===== config.mk =====
export PLATFORM = sky130hd
export DESIGN_NAME = fmcf_top
export DESIGN_NICKNAME = d
export VERILOG_FILES = /design/src/design/fmcf_pkg.sv /design/src/design/fmcf_top.sv
export SDC_FILE = /design/constraint.sdc
export NUM_CORES = 1
export LEC_CHECK = 0
export ABC_AREA = 1
export BUFFER_PORTS_ARGS = -buffer_cell sky130_fd_sc_hd__buf_4
export CAP_MARGIN = 25
export CORE_ASPECT_RATIO = 0.9
export CORE_MARGIN = 10
export CORE_UTILIZATION = 35
export DETAILED_ROUTE_END_ITERATION = 12
export PLACE_DENSITY = 0.5
export SYNTH_ARGS = -nofsm -noshare
export SYNTH_HDL_FRONTEND = slang
export SYNTH_SLANG_ARGS = --single-unit

===== constraint.sdc =====
create_clock -name pclk -period 5.3 [get_ports pclk]
set_clock_uncertainty 0.15 [all_clocks]
set_input_delay 0.795 -clock pclk [delete_from_list [all_inputs] [get_ports pclk]]
set_output_delay 0.795 -clock pclk [all_outputs]
set_load 0.005 [all_outputs]

===== src/design/fmcf_pkg.sv =====
// Package for the framer mode configuration block: offsets, fields, timing.
// Assumes an APB slave with 32-bit data and one aligned word per register.
package fmcf_pkg;

  // Register byte addresses
  localparam logic [7:0] ADDR_MODE     = 8'h00;
  localparam logic [7:0] ADDR_SYSCFG   = 8'h04;
  localparam logic [7:0] ADDR_DISABLE  = 8'h08;
  localparam logic [7:0] ADDR_STATUS   = 8'h0c;
  localparam logic [7:0] ADDR_MASK     = 8'h10;
  localparam logic [7:0] ADDR_LATCH_FE = 8'h14;
  localparam logic [7:0] ADDR_LATCH_CE = 8'h18;
  localparam logic [7:0] ADDR_LATCH_CV = 8'h1c;
  localparam logic [7:0] ADDR_LATCH_EB = 8'h20;
  localparam logic [7:0] ADDR_INFO     = 8'h24;

  // Field positions in framer_mode_one
  localparam int BIT_SEND_AIS  = 0;
  localparam int BIT_RATE_LOW  = 1;
  localparam int BIT_CNT_MODE  = 2;
  localparam int BIT_CRC_EN    = 3;
  localparam int BIT_LINE_STD  = 4;

  // Field positions in the system config word
  localparam int BIT_RATE_HIGH = 0;
  localparam int BIT_RATE_FAM  = 1;
  localparam int BIT_JAPAN     = 2;
  localparam int BIT_LOCAL_LP  = 3;
  localparam int BIT_ESF       = 4;

  // Status bits
  localparam int ST_SECOND  = 0;
  localparam int ST_SETTLED = 1;

  localparam logic [7:0] MODE_RESET   = 8'h00;
  localparam logic [7:0] SYSCFG_RESET = 8'h00;

  // Timing
  localparam int CLK_MHZ       = 100;
  localparam int SETTLE_US     = 20;
  localparam int SETTLE_CYCLES = SETTLE_US * CLK_MHZ;
  localparam int SECOND_S      = 1;
  localparam int SECOND_CYCLES = SECOND_S * CLK_MHZ * 1000000;

  typedef enum logic [2:0] {
    FMCF_RATE_2M048, FMCF_RATE_4M096, FMCF_RATE_8M192, FMCF_RATE_16M384,
    FMCF_RATE_1M544, FMCF_RATE_3M088, FMCF_RATE_6M176, FMCF_RATE_12M352
  } fmcf_rate_t;

  // Per-channel error events from the receive framer
  typedef struct packed {
    logic framing;
    logic checksum;
    logic code_viol;
    logic ebit;
  } fmcf_err_t;

  // Decoded mode towards the datapath
  typedef struct packed {
    logic       t1_mode;
    logic       japan;
    logic       crc6_check;
    logic       crc6_gen;
    logic       crc_bits_ones;
    fmcf_rate_t rate;
  } fmcf_mode_t;

endpackage : fmcf_pkg


===== src/design/fmcf_top.sv =====
// Framer mode configuration registers with error counters and AIS control.
// Assumes an APB master on pclk; line data arrives in the pclk domain.
//
// Decided for this implementation: the APB slave port and the placing of the registers.

module fmcf_top #(
  parameter int CNT_W         = 16,
  parameter int SETTLE_CYCLES = fmcf_pkg::SETTLE_CYCLES,
  parameter int SECOND_CYCLES = fmcf_pkg::SECOND_CYCLES
) (
  input  wire logic                pclk,
  input  wire logic                presetn,
  input  wire logic                psel,
  input  wire logic                penable,
  input  wire logic                pwrite,
  input  wire logic [7:0]          paddr,
  input  wire logic [31:0]         pwdata,
  output logic      [31:0]         prdata,
  output logic                     pready,
  output logic                     pslverr,
  input  wire fmcf_pkg::fmcf_err_t err_event,
  input  wire logic                tx_data_a,
  input  wire logic                tx_data_b,
  output logic                     line_out_a,
  output logic                     line_out_b,
  output logic                     loop_data_a,
  output logic                     loop_data_b,
  output fmcf_pkg::fmcf_mode_t     mode_out,
  output logic                     mode_settled,
  output logic                     irq
);

  logic [7:0]       framer_mode_one;
  logic [7:0]       sys_cfg;
  logic [3:0]       counter_disable_register;
  logic [3:0]       disable_q;
  logic [1:0]       status;
  logic [1:0]       mask;
  // Four counters, one per error kind: framing, checksum, code, E-bit
  logic [CNT_W-1:0] cnt [4];
  logic [CNT_W-1:0] latched [4];
  logic [31:0]      settle_cnt;
  logic [31:0]      sec_cnt;
  logic             sec_tick;
  logic             settle_done_ev;
  logic             line_std_q;
  logic [31:0]      next_prdata;
  logic             next_pslverr;

  // Pready low at the take edge keeps a held request from being taken twice
  wire access   = psel && penable && !pready;
  wire wr       = access && pwrite;
  wire rd       = access && !pwrite;
  // Event bits in counter order, framing error at bit 0
  wire [3:0] ev = {err_event.ebit, err_event.code_viol,
                   err_event.checksum, err_event.framing};
  // Per-field views of the two configuration words
  wire line_standard_select = framer_mode_one[fmcf_pkg::BIT_LINE_STD];
  wire counter_mode_select  = framer_mode_one[fmcf_pkg::BIT_CNT_MODE];
  wire send_alarm_indication = framer_mode_one[fmcf_pkg::BIT_SEND_AIS];
  wire highway_rate_low     = framer_mode_one[fmcf_pkg::BIT_RATE_LOW];
  wire highway_rate_high    = sys_cfg[fmcf_pkg::BIT_RATE_HIGH];
  wire highway_rate_family  = sys_cfg[fmcf_pkg::BIT_RATE_FAM];
  wire crc_active = framer_mode_one[fmcf_pkg::BIT_CRC_EN]
                    && sys_cfg[fmcf_pkg::BIT_ESF];

  function automatic logic [31:0] widen(input logic [CNT_W-1:0] v);
    widen = 32'(v);
  endfunction

  // Saturating step: a stuck error source must not wrap the count to zero
  function automatic logic [CNT_W-1:0] sat_inc(input logic [CNT_W-1:0] v);
    sat_inc = (v == '1) ? v : v + CNT_W'(1);
  endfunction

  // Frozen mode reads the running count, second mode the latched one
  function automatic logic [31:0] counter_view(input int idx);
    counter_view = widen(counter_mode_select ? latched[idx] : cnt[idx]);
  endfunction

  // APB: one wait state so every answer comes from a flip-flop
  always_ff @(posedge pclk or negedge presetn) begin
    if (!presetn) begin
      pready <= 1'b0;
    end else begin
      pready <= access;
    end
  end

  always_comb begin
    next_prdata  = 32'h0000_0000;
    next_pslverr = 1'b0;
    unique case (paddr)
      fmcf_pkg::ADDR_MODE:     next_prdata = {24'h00_0000, framer_mode_one};
      fmcf_pkg::ADDR_SYSCFG:   next_prdata = {24'h00_0000, sys_cfg};
      fmcf_pkg::ADDR_DISABLE:
        next_prdata = {28'h000_0000, counter_disable_register};
      fmcf_pkg::ADDR_STATUS:   next_prdata = {30'h0, status};
      fmcf_pkg::ADDR_MASK:     next_prdata = {30'h0, mask};
      fmcf_pkg::ADDR_LATCH_FE: next_prdata = counter_view(0);
      fmcf_pkg::ADDR_LATCH_CE: next_prdata = counter_view(1);
      fmcf_pkg::ADDR_LATCH_CV: next_prdata = counter_view(2);
      fmcf_pkg::ADDR_LATCH_EB: next_prdata = counter_view(3);
      fmcf_pkg::ADDR_INFO:     next_prdata = {28'h000_0000, mode_out.rate,
                                 mode_settled};
      default:                 next_pslverr = 1'b1;
    endcase
  end

  // Read data holds after the access, so a late look still sees it
  always_ff @(posedge pclk or negedge presetn) begin
    if (!presetn) begin
      prdata <= 32'h0000_0000;
    end else if (access) begin
      prdata <= pwrite ? 32'h0000_0000 : next_prdata;
    end
  end

  // Error reply stands only beside pready
  always_ff @(posedge pclk or negedge presetn) begin
    if (!presetn) begin
      pslverr <= 1'b0;
    end else begin
      pslverr <= access && next_pslverr;
    end
  end

  // Writable configuration; unmapped writes are dropped, spare bits of
  // the mode word read back as written
  always_ff @(posedge pclk or negedge presetn) begin
    if (!presetn) begin
      framer_mode_one          <= fmcf_pkg::MODE_RESET;
      sys_cfg                  <= fmcf_pkg::SYSCFG_RESET;
      counter_disable_register <= 4'h0;
      mask                     <= 2'h0;
    end else if (wr) begin
      unique case (paddr)
        fmcf_pkg::ADDR_MODE:    framer_mode_one <= pwdata[7:0];
        fmcf_pkg::ADDR_SYSCFG:  sys_cfg <= pwdata[7:0];
        fmcf_pkg::ADDR_DISABLE: counter_disable_register <= pwdata[3:0];
        fmcf_pkg::ADDR_MASK:    mask <= pwdata[1:0];
        default: ;
      endcase
    end
  end

  // Settling timer after a line standard change
  // Restarts on every toggle, so a quick flip back still waits in full
  always_ff @(posedge pclk or negedge presetn) begin
    if (!presetn) begin
      line_std_q     <= 1'b0;
      settle_cnt     <= 32'h0000_0000;
      mode_settled   <= 1'b1;
      settle_done_ev <= 1'b0;
    end else begin
      line_std_q     <= line_standard_select;
      settle_done_ev <= 1'b0;
      if (line_std_q != line_standard_select) begin
        settle_cnt   <= 32'(SETTLE_CYCLES - 1);
        mode_settled <= 1'b0;
      end else if (!mode_settled) begin
        if (settle_cnt == 32'h0000_0000) begin
          mode_settled   <= 1'b1;
          settle_done_ev <= 1'b1;
        end else begin
          settle_cnt <= settle_cnt - 32'h0000_0001;
        end
      end
    end
  end

  // One-second divider, runs only in second mode
  // Held at zero in frozen mode so the first second after a switch is whole
  always_ff @(posedge pclk or negedge presetn) begin
    if (!presetn) begin
      sec_cnt  <= 32'h0000_0000;
      sec_tick <= 1'b0;
    end else begin
      sec_tick <= 1'b0;
      if (!counter_mode_select) begin
        sec_cnt <= 32'h0000_0000;
      end else if (sec_cnt == 32'(SECOND_CYCLES - 1)) begin
        sec_cnt  <= 32'h0000_0000;
        sec_tick <= 1'b1;
      end else begin
        sec_cnt <= sec_cnt + 32'h0000_0001;
      end
    end
  end

  // Previous disable bits, the reference for the clear-on-set edge
  always_ff @(posedge pclk or negedge presetn) begin
    if (!presetn) begin
      disable_q <= 4'h0;
    end else begin
      disable_q <= counter_disable_register;
    end
  end

  // Error counters, all governed by one mode bit
  always_ff @(posedge pclk or negedge presetn) begin
    if (!presetn) begin
      for (int i = 0; i < 4; i++) begin
        cnt[i]     <= '0;
        latched[i] <= '0;
      end
    end else begin
      for (int i = 0; i < 4; i++) begin
        if (!counter_mode_select) begin
          // Setting a disable bit clears the count to zero, and it holds there while the bit stays set
          if (counter_disable_register[i] && !disable_q[i]) begin
            cnt[i] <= '0;
          end else if (ev[i] && !counter_disable_register[i]) begin
            cnt[i] <= sat_inc(cnt[i]);
          end
        end else if (sec_tick) begin
          // An event in the latch cycle opens the new second
          latched[i] <= cnt[i];
          cnt[i]     <= ev[i] ? CNT_W'(1) : '0;
        end else if (ev[i]) begin
          cnt[i] <= sat_inc(cnt[i]);
        end
      end
    end
  end

  // Sticky status, cleared by reading; a new event wins over the clear
  always_ff @(posedge pclk or negedge presetn) begin
    if (!presetn) begin
      status <= 2'h0;
    end else begin
      // Bit 0 marks the second tick, bit 1 the end of settling
      for (int i = 0; i < 2; i++) begin
        if ((i == fmcf_pkg::ST_SECOND ? sec_tick : settle_done_ev)) begin
          status[i] <= 1'b1;
        end else if (rd && paddr == fmcf_pkg::ADDR_STATUS) begin
          status[i] <= 1'b0;
        end
      end
    end
  end

  // Interrupt lags status by one cycle so that it leaves a flip-flop
  always_ff @(posedge pclk or negedge presetn) begin
    if (!presetn) begin
      irq <= 1'b0;
    end else begin
      irq <= |(status & mask);
    end
  end

  // Decoded mode towards the datapath
  always_ff @(posedge pclk or negedge presetn) begin
    if (!presetn) begin
      mode_out <= '0;
    end else begin
      // J1 only matters in T1 operation
      mode_out.t1_mode       <= line_standard_select;
      mode_out.japan         <= line_standard_select
                                && sys_cfg[fmcf_pkg::BIT_JAPAN];
      // CRC bit positions go out as ones whenever CRC6 is off
      mode_out.crc6_check    <= crc_active;
      mode_out.crc6_gen      <= crc_active;
      mode_out.crc_bits_ones <= !crc_active;
      mode_out.rate <= fmcf_pkg::fmcf_rate_t'({highway_rate_family,
                         highway_rate_high, highway_rate_low});
    end
  end

  // Line outputs and the local loop tap
  always_ff @(posedge pclk or negedge presetn) begin
    if (!presetn) begin
      line_out_a  <= 1'b0;
      line_out_b  <= 1'b0;
      loop_data_a <= 1'b0;
      loop_data_b <= 1'b0;
    end else begin
      // Both line outputs carry the alarm, never just one
      line_out_a <= send_alarm_indication | tx_data_a;
      line_out_b <= send_alarm_indication | tx_data_b;
      // Loop taps data before the AIS override
      loop_data_a <= sys_cfg[fmcf_pkg::BIT_LOCAL_LP] & tx_data_a;
      loop_data_b <= sys_cfg[fmcf_pkg::BIT_LOCAL_LP] & tx_data_b;
    end
  end

endmodule // fmcf_top


## Word-level counts from Yosys, hierarchy flattened

Cells that the tools add are included.

| word-level totals | value |
|---|---|
| word-level logic and storage cells | 162 |
| input bits | 51 |
| register bits | 269 |

| operators by class | value |
|---|---|
| multiplexer cells | 50 |
| bitwise gates (word level) | 5 |
| $add $sub $neg | 6 |
| eq/ne operators | 21 |
| reductions and logical operators | 47 |

Operator list:

| operator | count |
|---|---|
| 16-bit two-way mux | 28 |
| 32-bit two-way mux | 6 |
| 16-bit one-hot mux with 10 select lines | 1 |
| 16-bit by 1-bit adder with 16-bit output, second input constant | 4 |
| 16-bit == test, second input constant | 4 |
| 32-bit by 1-bit adder with 32-bit output, second input constant | 1 |
| 32-bit by 27-bit == test with 1-bit output, second input constant | 1 |
| 8-bit by 5-bit == test with 1-bit output, second input constant | 4 |
| 32-bit logical NOT | 1 |
| 32-bit by 1-bit subtractor with 32-bit output, second input constant | 1 |
| 2-bit AND reduction | 10 |
| 8-bit by 4-bit == test with 1-bit output, second input constant | 2 |
| 8-bit by 6-bit == test with 1-bit output, second input constant | 2 |
| 1-bit logical AND | 16 |
| 1-bit two-way mux | 15 |
| 3-bit by 2-bit != test with 1-bit output, second input constant | 4 |
| 3-bit nonzero test | 4 |
| 1-bit logical NOT | 11 |
| 10-bit OR reduction | 1 |
| 8-bit by 3-bit == test with 1-bit output, second input constant | 1 |
| 8-bit logical NOT | 1 |
| 2-bit nonzero test | 2 |
| 1-bit bitwise AND | 2 |
| 2-bit bitwise AND | 1 |
| 5 further kinds | 6 |

## Longest topological paths before layout

Gate-level depths: netlist (run 1).

| logic depth | value |
|---|---|
| depth in word-level cells | 6 |
| gate-level depth with buffers | 12 |
| mapped depth without buffers | 11 |

## Worst setup path before layout (run 1)

Ideal clock, no wire load.

| path | value |
|---|---|
| path kind | input -> register |
| from | in paddr[1] |
| to | reg sys_cfg[5] |
| data required time | 5.019 ns |
| path slack | 3.248 ns |
| arrival | 1.771 ns |
| setup time | 0.131 ns |
| stages | 7 |
| path through | nor2_1 -> nand3_1 -> nor2_2 -> nand2_1 -> clkbuf_1 -> nand2_1 -> o21ai_0 |

| on the way | value |
|---|---|
| word-level cells in the longest chain between the ends | 2 |

RTL lines:

| element | RTL line | RTL |
|---|---|---|
| start, declared | fmcf_top.sv:16 | `input wire logic [7:0] paddr,` |
| 8-bit by 3-bit == test with 1-bit output | fmcf_top.sv:137 | `unique case (paddr)` |
| 2-bit AND reduction (no source line) | n/a |  |
| end signal, assigned | fmcf_top.sv:133 | `sys_cfg <= fmcf_pkg::SYSCFG_RESET;` |
| end signal, assigned | fmcf_top.sv:139 | `fmcf_pkg::ADDR_SYSCFG: sys_cfg <= pwdata[7:0];` |
| end, declared | fmcf_top.sv:34 | `logic [7:0] sys_cfg;` |

Every way passes these cells.
A chain may end at the register's enable or synchronous reset.

## Worst setup path in the final report (run 1)

| path | value |
|---|---|
| from | reg framer_mode_one[2] |
| to | reg cnt[1] in the netlist's numbering |

| on the way | value |
|---|---|
| word-level cells in the longest chain between the ends | 2 |

RTL lines:

| element | RTL line | RTL |
|---|---|---|
| start, declared | fmcf_top.sv:33 | `logic [7:0] framer_mode_one;` |
| start signal, assigned | fmcf_top.sv:132 | `framer_mode_one <= fmcf_pkg::MODE_RESET;` |
| start signal, assigned | fmcf_top.sv:138 | `fmcf_pkg::ADDR_MODE: framer_mode_one <= pwdata[7:0];` |
| 3-bit by 2-bit != test with 1-bit output (no source line) / 3-bit nonzero test (equally long branches) | n/a |  |
| 2-bit AND reduction (no source line) | n/a |  |
| end signal, assigned by index | fmcf_top.sv:214 | `cnt[i] <= sat_inc(cnt[i]);` |
| end signal, assigned by index | fmcf_top.sv:219 | `cnt[i] <= ev[i] ? CNT_W'(1) : '0;` |
| end signal, assigned by index | fmcf_top.sv:221 | `cnt[i] <= sat_inc(cnt[i]);` |
| end, declared | fmcf_top.sv:40 | `logic [CNT_W-1:0] cnt [4];` |

Several ways; a longest one is shown, not always the timed one.

==> run_results.csv, run 1 <==
group,metric,value,unit
run_status,status,"finished clean",
clock_tree,clk_transition_reported_paths,0.06,ns
route,antenna_left,0,
clock_tree,h-tree-depth,1,
clock_tree,worst_skew_pair.late_latency,0.57,ns
timing,number_of_pins_exceeding_their_max_slew_limit_in_the_final_report,0,
synthesis,synth-seq-area-share,44.4,%
global_routing,grt_usage,16.1,%
place,place_worst_setup_slack,2.25,ns
timing,max_slew.worst_pin.slew,0.893,ns
critical_path,crit-reg2reg-capture,"cnt[1]$_DFFE_PN0P_",
critical_path,critical_path.slowest_cell,"dfrtp_4",
die,rows,70,
critical_path,timing.critical_path.mode_cell,"nand2_1",
synthesis,synthArstFlopShare,100,%
global_routing,grt_pass1_vias,11967,
run,max-cap-violations,0,
synthesis,ys_types,42,
synthesis,post_synth_main_area_contributors,"dfrtp_1, nand2_1, o21ai_0",
timing,worst_slew_margin_rel,40.4,%
power_and_ir_drop,totalPowerFinal,5.78,mW
critical_path,reg2reg_slack,2.27,ns
place,hpwlAfterDp,28500,um
critical_path,worstSetupPathType,"flip-flop to flip-flop",
layout,design.final.nets,2099,
timing,finalHoldViolations,0,
route,drc,0,
synthesis,synth.largest_area_cell,"dfrtp_1",
hold_path,worstHoldPathType,"primary input to async pin",
critical_path,delay_of_the_slowest_cell_on_the_worst_path,0.75,ns
layout,post_route_cells_drive_above_1_share,7.41,%
clock_tree,ctsResizeCount,0,
synthesis,post-synth-top-count-cell,"nand2_1",
place,dp.cells,2550,
layout,final_cell_area,16100,um^2
die,die_h,211,um
synthesis,synth.yosys.warnings,0,
route,detail_route.wl_per_cell,15.3,um
timing,max_freq,0.330,GHz
die,coreArea,40500,um^2
clock_tree,tritoncts.num_buffers,30,
power_and_ir_drop,power.density,359,nW/um^2
power_and_ir_drop,power.static_leakage,7.54,nW
timing,setup_viol_count_final,0,
critical_path,crit_path_end_kind,"flip-flop",
global_routing,grt_max_degree,93,
synthesis,yosys_register_bits,253,
critical_path,critPathLaunchType,"flip-flop",
critical_path,critical_path.reg2reg.startpoint,"framer_mode_one[2]$_DFFE_PN0P_",
critical_path,cp_data_arrival_time,3.33,ns
critical_path,cp_cell_sequence,"inv_4 -> nor2_2 -> inv_2 -> nand2_1 -> nand2_1 -> nand2_4 -> inv_1 -> o21ai_0 -> nor2_1",
global_routing,gr-total-overflow,0,
synthesis,synth_edf_count,0,
place,placed_cell_area,15100,um^2
timing,timing.hold.ws,0.0603,ns
clock_tree,cts_hold_buffers,0,
synthesis,yosys_most_used_dff,"dfrtp_1",
timing,timing.final.ws_setup,2.27,ns
synthesis,syn_inst,2005,
die,floorplan.die.width,233,um
place,globalplace.congestion,0.869,
layout,fin_util,39.8,%
clock_tree,clk_root_buffer_cell,"clkbuf_16",
synthesis,netlist_area,14300,um^2
timing,timing.final.crit_share,57.2,%
route,dr_total_vias,12671,
synthesis,syn_avg_cell_area,7.11,um^2
layout,final_cell_count_no_fill,2605,
clock_tree,postCtsSetupRepairBufs,0,
route,detailedRoute.firstPassIterationCount,7,
synthesis,netlist.area_leader.share,44.2,%
synthesis,synth_top_cells_by_count,"nand2_1, dfrtp_1, nor2_1, o21ai_0, inv_1",
critical_path,worstPathMaxFanout,51,
die,die_area,49200,um^2
global_routing,grt_pass1_wl,65000,um
place,io_buffers,58,
clock_tree,clock-sinks,253,
critical_path,r2r_cells,9,
route,drt_iter0_markers,1066,
route,drt-vias-per-instance,4.86,
global_routing,initial_antenna_violation_count,1,
timing,rsz0062_at_grt,"no",
layout,n_antenna_cell,0,
layout,area_growth_syn_to_layout,12.9,%
timing,setup_total_negative_slack,0,ns
clock_tree,clk_path_buf_depth,3,
die,num_io_pins,99,
power_and_ir_drop,irDropWorstVdd,312,uV
clock_tree,tritoncts,"done",
timing,period_minus_slack,3.03,ns
die,initial_utilization,35.2,%
critical_path,worst_ep_required_time,5.60,ns
route,finalWirelength,39800,um
cell type report:
cell class / instances / area, um^2
fillers: 4266 / 24400
multi-input cells: 1491 / 6820
flip-flops and latches: 253 / 6340
clock buffers: 48 / 900
inverters: 197 / 742
well taps: 540 / 676
repair buffers: 69 / 538
clock inverters: 7 / 85.1
sequential cells by signal, summed over array words and instances (netlist names), 2 cells and up:
signal	flops
sys_cfg	8
cnt	64
mode_out	7
mask	2
disable_q	4
counter_disable_register	4
settle_cnt	32
framer_mode_one	8
sec_cnt	32
prdata	16
latched	64
status	2
worst max-delay path by stage:
stage                     slack (ns)                     end                           start
final                           2.27      cnt[1]$_DFFE_PN0P_  framer_mode_one[2]$_DFFE_PN0P_
after detailed placement        2.25     cnt[12]$_DFFE_PN0P_  framer_mode_one[2]$_DFFE_PN0P_
after floorplan                 3.25  sys_cfg[5]$_DFFE_PN0P_                        paddr[1]
after CTS                       2.24     cnt[12]$_DFFE_PN0P_  framer_mode_one[2]$_DFFE_PN0P_
after global placement          2.23     cnt[12]$_DFFE_PN0P_  framer_mode_one[2]$_DFFE_PN0P_
after global routing            1.83      cnt[1]$_DFFE_PN0P_  framer_mode_one[2]$_DFFE_PN0P_
routing by layer:
layer | GRT usage, % | part of all wire [%]
met3 | 2.44 | 4.3
met4 | 3.87 | 2.2
met1 | 23.6 | 50
met2 | 24.4 | 44
met5 | 0 | 0
placed cells by master, fill, tap and decap left out, types with 3 or more instances in the layout:
cell	instances
o21ai_0	221
dfrtp_1	251
buf_4	67
ha_1	6
a211oi_1	3
o21bai_1	12
nand2_1	623
a21oi_1	12
inv_1	192
clkbuf_8	6
o211ai_1	6
conb_1	16
nand3_1	184
xor2_1	25
nor3_1	34
or2_2	5
nand3b_1	12
clkinv_2	5
nand2_4	6
inv_2	4
nand2_2	4
clkbuf_1	11
clkbuf_16	31
nor2_1	237
xnor2_1	7
nor2_4	3
nor2_2	9
nand4_1	50
critical path, delay by kind of cell (launching register included):
kind | cells | cell delay (ns)
AND/OR/NAND/NOR | 5 | 1.32
flip-flops | 1 | 0.75
buffers and inverters | 3 | 0.52
AO/OA/AOI/OAI | 1 | 0.15
power breakdown:
group	switching, mW	internal (mW)	total, mW
registers	0.227	2.13	2.36
logic	0.913	0.428	1.34
clock network	0.836	1.25	2.08
logic make-up after synthesis:
family | Yosys count | share of synthesized area, %
other | 1 | 0.0263
buffers and inverters | 276 | 8.19
DFF | 253 | 44.4
and+or+nand+nor | 1176 | 35.1
xor gates and xnor gates | 33 | 2.08
AOI/OAI and AO/OA | 260 | 9.65
adders and majority gates | 6 | 0.527
Note: power is estimated with default switching activity, not from simulation.
==> run 2: changes to the inputs <==
Settings changed: PLACE_DENSITY 0.5 to 0.52.
Clock period 5.3 ns to 2.7 ns, I/O delays scaled along.
==> run 2 against run 1 <==
Against the previous run: clock-buffer cell count fell by 4; hold slack got worse by 0.039 ns; global-route usage rose by 0.19 points; wire length fell by 0.32%; register-to-register slack got worse by 1.8 ns; sequential cell count did not move; core utilization rose by 1.2 points; combinational power rose by 100%; via count rose by 2.2%; critical path type is now primary input to flip-flop; largest power group unchanged.
==> run_results.csv, run 2 (synthesized netlist as in run 1, its figures left out) <==
group,metric,value,unit
run_status,status,"finished clean",
clock_tree,clk_path_buf_depth,3,
timing,worst_slew_margin_rel,53.3,%
power_and_ir_drop,power_frac_clock,37.7,%
power_and_ir_drop,power.density,710,nW/um^2
timing,max_freq,0.406,GHz
route,detailedRoute.firstPassIterationCount,5,
timing,timing.final.ws_setup,0.237,ns
layout,final_cell_mix,"nand2_1, dfrtp_1, nor2_1, o21ai_0, inv_1",
timing,finalHoldViolations,0,
power_and_ir_drop,irDropWorstVdd,478,uV
clock_tree,h-tree-depth,1,
clock_tree,tritoncts.num_buffers,30,
layout,design.final.nets,2134,
global_routing,gr-total-overflow,0,
layout,fill_cells,4261,
route,drc,0,
timing,setup_total_negative_slack,0,ns
critical_path,worstSetupPathType,"primary input to flip-flop",
critical_path,worstPathMaxFanout,16,
global_routing,grt_max_degree,134,
critical_path,critPathBufInv,4,
clock_tree,tritoncts,"done",
timing,timing.final.crit_share,91.2,%
place,hpwlAfterDp,29000,um
hold_path,worstHoldPathCells,4,
critical_path,timing.critical_path.max_delay_family,"buffers and inverters",
critical_path,worst_ep_required_time,2.98,ns
critical_path,crit_path_end_kind,"flip-flop",
layout,area_growth_syn_to_layout,16.4,%
hold_path,worstHoldPathType,"primary input to flip-flop",
critical_path,timing.critical_path.mode_cell,"nand2_1",
timing,period_minus_slack,2.46,ns
critical_path,path_length_in_cells_of_the_critical_path,10,
timing,setup_viol_count_final,0,
clock_tree,worst_skew_pair.late_latency,0.57,ns
timing,rsz0062_at_grt,"no",
layout,top_regs,"cnt x64, latched x64",
place,io_buffers,58,
run,max-cap-violations,0,
clock_tree,clock-sinks,253,
critical_path,cp_cell_sequence,"dlygate4sd3_1 -> buf_4 -> nand2_1 -> dlygate4sd3_1 -> nor2_1 -> inv_2 -> nor2_1 -> nand2_1 -> nand2_1 -> o21ai_0",
place,globalplace.congestion,0.837,
global_routing,grt_usage,16.3,%
power_and_ir_drop,power.static_leakage,7.79,nW
layout,fin_util,41.0,%
clock_tree,clk_root_buffer_cell,"clkbuf_16",
die,floorplan.die.width,233,um
die,rows,70,
die,die_h,211,um
global_routing,grt_pass1_wl,66500,um
place,dp.cells,2572,
layout,final_cell_count_no_fill,2642,
power_and_ir_drop,net-switching-power,3.94,mW
route,drt_iter0_markers,1013,
layout,final_common_cell,"nand2_1",
die,die_area,49200,um^2
power_and_ir_drop,sequentialPowerShare,39.3,%
power_and_ir_drop,sw_frac_of_total,33.5,%
clock_tree,clk_transition_reported_paths,0.06,ns
die,num_io_pins,99,
route,drt-vias-per-instance,4.90,
clock_tree,postCtsSetupRepairBufs,0,
timing,timing.hold.ws,0.0216,ns
timing,number_of_pins_exceeding_their_max_slew_limit_in_the_final_report,0,
critical_path,critical_path.slowest_cell,"dlygate4sd3_1",
place,place_worst_setup_slack,0.443,ns
critical_path,r2r_cells,8,
route,antenna_left,0,
critical_path,cp_data_arrival_time,2.74,ns
power_and_ir_drop,combinational_cell_fraction_of_total_power,23.0,%
layout,post_route_cells_drive_above_1_share,8.76,%
die,coreArea,40500,um^2
route,finalWirelength,39700,um
die,initial_utilization,35.2,%
route,dr_total_vias,12950,
global_routing,grt_pass1_vias,12639,
timing,max_slew.worst_pin.slew,0.701,ns
critical_path,delay_of_the_slowest_cell_on_the_worst_path,0.54,ns
global_routing,initial_antenna_violation_count,0,
route,detail_route.wl_per_cell,15.0,um
power_and_ir_drop,p_int,7.84,mW
critical_path,critPathLaunchType,"primary input",
-- run 2: cell count changes in the layout (fill, tap and decap cells not counted) --
cell / change
buf_12: +7
buf_4: +15
bufinv_16: +2
clkbuf_1: -8
clkbuf_8: +4
clkinvlp_4: +2
diode_2: +1
dlygate4sd3_1: +13
inv_6: +1
-- run 2: final cells by class --
| cell class | instances | area (um^2) | share of cell area (%) |
|---|---|---|---|
| antenna | 1 | 2.50 | 0.0151 |
| inverter | 197 | 742 | 4.47 |
| sequential | 253 | 6340 | 38.2 |
| tap | 540 | 676 | 4.07 |
| multi-input combinational | 1491 | 6820 | 41.1 |
| clock inverter | 12 | 169 | 1.02 |
| clock buffer | 44 | 925 | 5.57 |
| timing repair buffer | 104 | 921 | 5.55 |
-- run 2: stage by stage --
step / total power, mW / instance area (um^2)
floorplan: 6.57 / 14300
global placement: 7.35 / 15400
detailed placement: 7.40 / 15400
CTS: 11.9 / 16600
global route: 12.6 / 16600
finish: 11.8 / 16600
-- run 2: timing repair --
| item | CTS | global route |
|---|---|---|
| hold buffers | 13 | 0 |
| resized for setup | 0 | 0 |
| hold endpoints to repair | 88 | 0 |
-- run 2: path summary, 6_finish.rpt --
path | to | from | slack [ns]
max in group asynchronous | latched[49]$_DFFE_PN0P_ | presetn | 1.35
max | sys_cfg[5]$_DFFE_PN0P_ | penable | 0.24
min | cnt[0]$_DFFE_PN0P_ | err_event[0] | 0.02
min reg2reg | mode_out[1]$_DFF_PN0_ | sys_cfg[0]$_DFFE_PN0P_ | 0.25
min in group asynchronous | latched[13]$_DFFE_PN0P_ | presetn | 0.31
max reg2reg | sec_cnt[14]$_DFF_PN0_ | sec_cnt[0]$_DFF_PN0_ | 0.42
-- run 2: routing by layer --
layer | vias to the layer above | share of wire (%) | global-route usage, % | routed length, um
met1 | 6101 | 48 | 22.7 | 18900
li1 | 6574 | - | - | -
met3 | 49 | 4.8 | 2.73 | 1910
met2 | 226 | 45 | 26.0 | 18000
met4 | 0 | 2.1 | 3.58 | 851
met5 | - | 0 | 0 | 0
-- run 2: worst reg2reg max path, stage by stage, from the launching register on --
cell and delay (ns):
dfrtp_1 0.43, ha_1 0.31, nand3_1 0.19, inv_1 0.14
nand2_1 0.15, nor2_1 0.15, nand3_1 0.36, nand3_1 0.23
nor2_1 0.06
-- run 2: power by group through the flow --
| stage | Clock (mW) | Sequential (mW) | Combinational, mW |
|---|---|---|---|
| 5_1_grt | 4.69 | 4.70 | 3.21 |
| 3_5_place_dp | 0 | 4.69 | 2.71 |
| 4_1_cts | 4.55 | 4.63 | 2.74 |
| 2_1_floorplan | 0 | 4.56 | 2.01 |
| 3_3_place_gp | 0 | 4.68 | 2.67 |
| 6_report | 4.44 | 4.63 | 2.70 |
==> run 3: changes to the inputs <==
Settings changed: ABC_AREA 1 to unset.
==> run 3 against run 2 <==
Against the previous run: core utilization rose by 1.9 points; power is 10% lower; synthesized cell count fell by 37%; cell count shrank 29%; sequential share of layout area up 2.3 points; via count decreased by 21%; register-to-register slack worse by 0.31 ns; fmax fell by 4.8%; clock-buffer cell count up 3.
==> run_results.csv, run 3 <==
group,metric,value,unit
global_routing,grt_pass1_wl,56300,um
timing,rsz0062_at_grt,"no",
critical_path,crit_path_end_kind,"flip-flop",
synthesis,ys_types,72,
power_and_ir_drop,power.density,676,nW/um^2
place,globalplace.congestion,0.851,
global_routing,initial_antenna_violation_count,0,
run,max-cap-violations,0,
clock_tree,clk_path_buf_depth,3,
synthesis,syn_avg_cell_area,10.2,um^2
place,hpwlAfterDp,25000,um
layout,n_antenna_cell,0,
critical_path,critical_path.reg2reg.startpoint,"settle_cnt[1]$_DFFE_PN0P_",
timing,setup_total_negative_slack,0,ns
clock_tree,h-tree-depth,1,
die,die_area,45300,um^2
timing,setup_viol_count_final,0,
die,die_h,203,um
timing,max_slew.worst_pin.slew,0.783,ns
critical_path,cp_startpoint,"settle_cnt[1]$_DFFE_PN0P_",
synthesis,post-synth-top-count-cell,"dfrtp_1",
global_routing,grt_pass1_vias,10163,
die,floorplan.die.width,223,um
critical_path,worstSetupPathType,"flip-flop to flip-flop",
synthesis,post_synth_main_area_contributors,"dfrtp_1, mux2_2, mux2i_1",
timing,finalHoldViolations,0,
synthesis,synth.largest_area_cell,"dfrtp_1",
power_and_ir_drop,totalPowerFinal,10.6,mW
timing,worst_slew_margin_rel,47.3,%
synthesis,yosys_register_bits,253,
timing,timing.final.crit_share,95.8,%
die,rows,66,
layout,post_route_cells_drive_above_1_share,21.6,%
route,drt_iter0_markers,694,
layout,design.final.nets,1449,
die,num_io_pins,99,
route,drc,0,
synthesis,yosys_most_used_dff,"dfrtp_1",
layout,total_area_of_multi_input_combinational_cells,6320,um^2
global_routing,gr-total-overflow,0,
global_routing,grt_usage,15.0,%
clock_tree,postCtsSetupRepairBufs,0,
critical_path,r2r_cells,7,
timing,period_minus_slack,2.59,ns
synthesis,synthArstFlopShare,100,%
hold_path,whs_endpoint,"pready$_DFF_PN0_",
synthesis,synth-seq-area-share,48.7,%
clock_tree,clk_root_buffer_cell,"clkbuf_16",
layout,top_regs,"cnt x64, latched x64",
hold_path,worstHoldPathType,"primary input to flip-flop",
critical_path,reg2reg_slack,0.11,ns
clock_tree,tritoncts,"done",
power_and_ir_drop,irDropWorstVdd,431,uV
hold_path,worst_hold_startpoint,"penable",
hold_path,worstHoldPathCells,4,
synthesis,netlist_area,13000,um^2
power_and_ir_drop,power.static_leakage,6.73,nW
layout,register_area,6340,um^2
timing,number_of_pins_exceeding_their_max_slew_limit_in_the_final_report,0,
critical_path,critPathLaunchType,"flip-flop",
run_status,status,"finished clean",
synthesis,netlist.area_leader.share,48.5,%
layout,area_growth_syn_to_layout,20.3,%
clock_tree,tritoncts.num_buffers,30,
clock_tree,worst_skew_pair.late_latency,0.56,ns
route,drt-vias-per-instance,5.43,
critical_path,crit-reg2reg-capture,"settle_cnt[26]$_DFFE_PN0P_",
route,finalWirelength,34600,um
clock_tree,clk_transition_reported_paths,0.06,ns
critical_path,worst_ep_required_time,3.04,ns
layout,fill_cells,3496,
synthesis,synth_top_cells_by_count,"dfrtp_1, nor2_1, nand2_1, mux2_2, o21ai_0",
die,coreArea,36400,um^2
layout,final_cell_mix,"dfrtp_1, buf_4, nor2_1, nand2_1, mux2_2",
clock_tree,clock-sinks,253,
route,detailedRoute.firstPassIterationCount,5,
global_routing,grt_max_degree,85,
die,initial_utilization,35.7,%
critical_path,cp_data_arrival_time,2.92,ns
route,detail_route.wl_per_cell,18.3,um
place,io_buffers,58,
route,antenna_left,0,
critical_path,worstPathMaxFanout,7,
timing,max_freq,0.387,GHz
layout,final_common_cell,"dfrtp_1",
synthesis,synth_edf_count,0,
synthesis,synth.yosys.warnings,0,
synthesis,syn_inst,1270,
route,dr_total_vias,10262,
[run 3: cell count changes after synthesis, moves of 25 or more]
cell	before	now
nand3_1	184	53
nor2_1	238	110
mux2i_1	0	59
nand2_1	624	87
xnor2_1	7	32
mux2_2	0	85
o21ai_0	221	65
inv_1	192	21
[run 3: cell type report]
class | count | share of cell area [%]
clock inverter | 6 | 0.672
multi-input combinational | 927 | 40.4
timing repair buffer | 159 | 8.30
clock buffer | 47 | 5.79
inverter | 21 | 0.504
sequential | 253 | 40.5
tap | 476 | 3.81
[run 3: routing by layer]
layer	GRT usage [%]	share of wire [%]
met5	0	0
met2	23.3	44
met1	21.2	49
met3	2.46	4.8
met4	3.71	2.1
[run 3: cell families after synthesis]
group,after synthesis,synth area share (%)
compound gates,241,12.5
xor+xnor,62,4.18
fa+ha+maj,6,0.577
buf+inv,105,3.61
flops,253,48.7
mux,145,12.1
other cells,1,0.0288
simple gates,457,18.3
[run 3: report_power, final]
group	total, mW	internal [mW]	switching, mW	leakage, nW
Sequential	4.49	4.11	0.379	3.45
Combinational	1.95	0.873	1.08	2.78
Clock	4.13	2.56	1.57	0.497
Total	10.6	7.54	3.03	6.73
[run 3: critical path: stages, from the launching register on]
cell and delay [ns]:
dfrtp_1 0.39, inv_1 0.08, ha_1 0.16, or3b_1 0.41, or2_2 0.35, or4_4 0.47, or3_1 0.37, a21oi_1 0.14
[run 3: repair_timing]
action	CTS	global route
endpoints found under the hold margin	208	0
gates resized for setup	1	6
hold buffers	14	0
pin swaps	0	1
endpoints found under the setup margin	6	13
[run 3: worst max-delay path by stage]
stage / to / slack, ns / cells after the start
2_1_floorplan: settle_cnt[26]$_DFFE_PN0P_ / 0.14 / 6
3_3_place_gp: settle_cnt[29]$_DFFE_PN0P_ / 0.06 / 6
3_5_place_dp: settle_cnt[29]$_DFFE_PN0P_ / -0.03 / 6
4_1_cts: settle_cnt[14]$_DFFE_PN0P_ / 0.02 / 8
5_1_grt: settle_cnt[26]$_DFFE_PN0P_ / 0.004 / 7
6_report: settle_cnt[26]$_DFFE_PN0P_ / 0.11 / 7
[run 3: through the flow]
stage	util [%]	instances	worst slack (ns)	hold WS, ns	instance area (um^2)
2_1_floorplan	-	1285	0.135	-0.0406	13100
3_3_place_gp	39.7	1822	0.0613	0.148	14500
3_5_place_dp	39.7	1822	-0.0301	0.151	14500
4_1_cts	42.9	1889	0.0237	0.0737	15600
5_1_grt	42.9	1889	0.00388	0.109	15600
6_report	42.9	1889	0.113	0.0918	15600
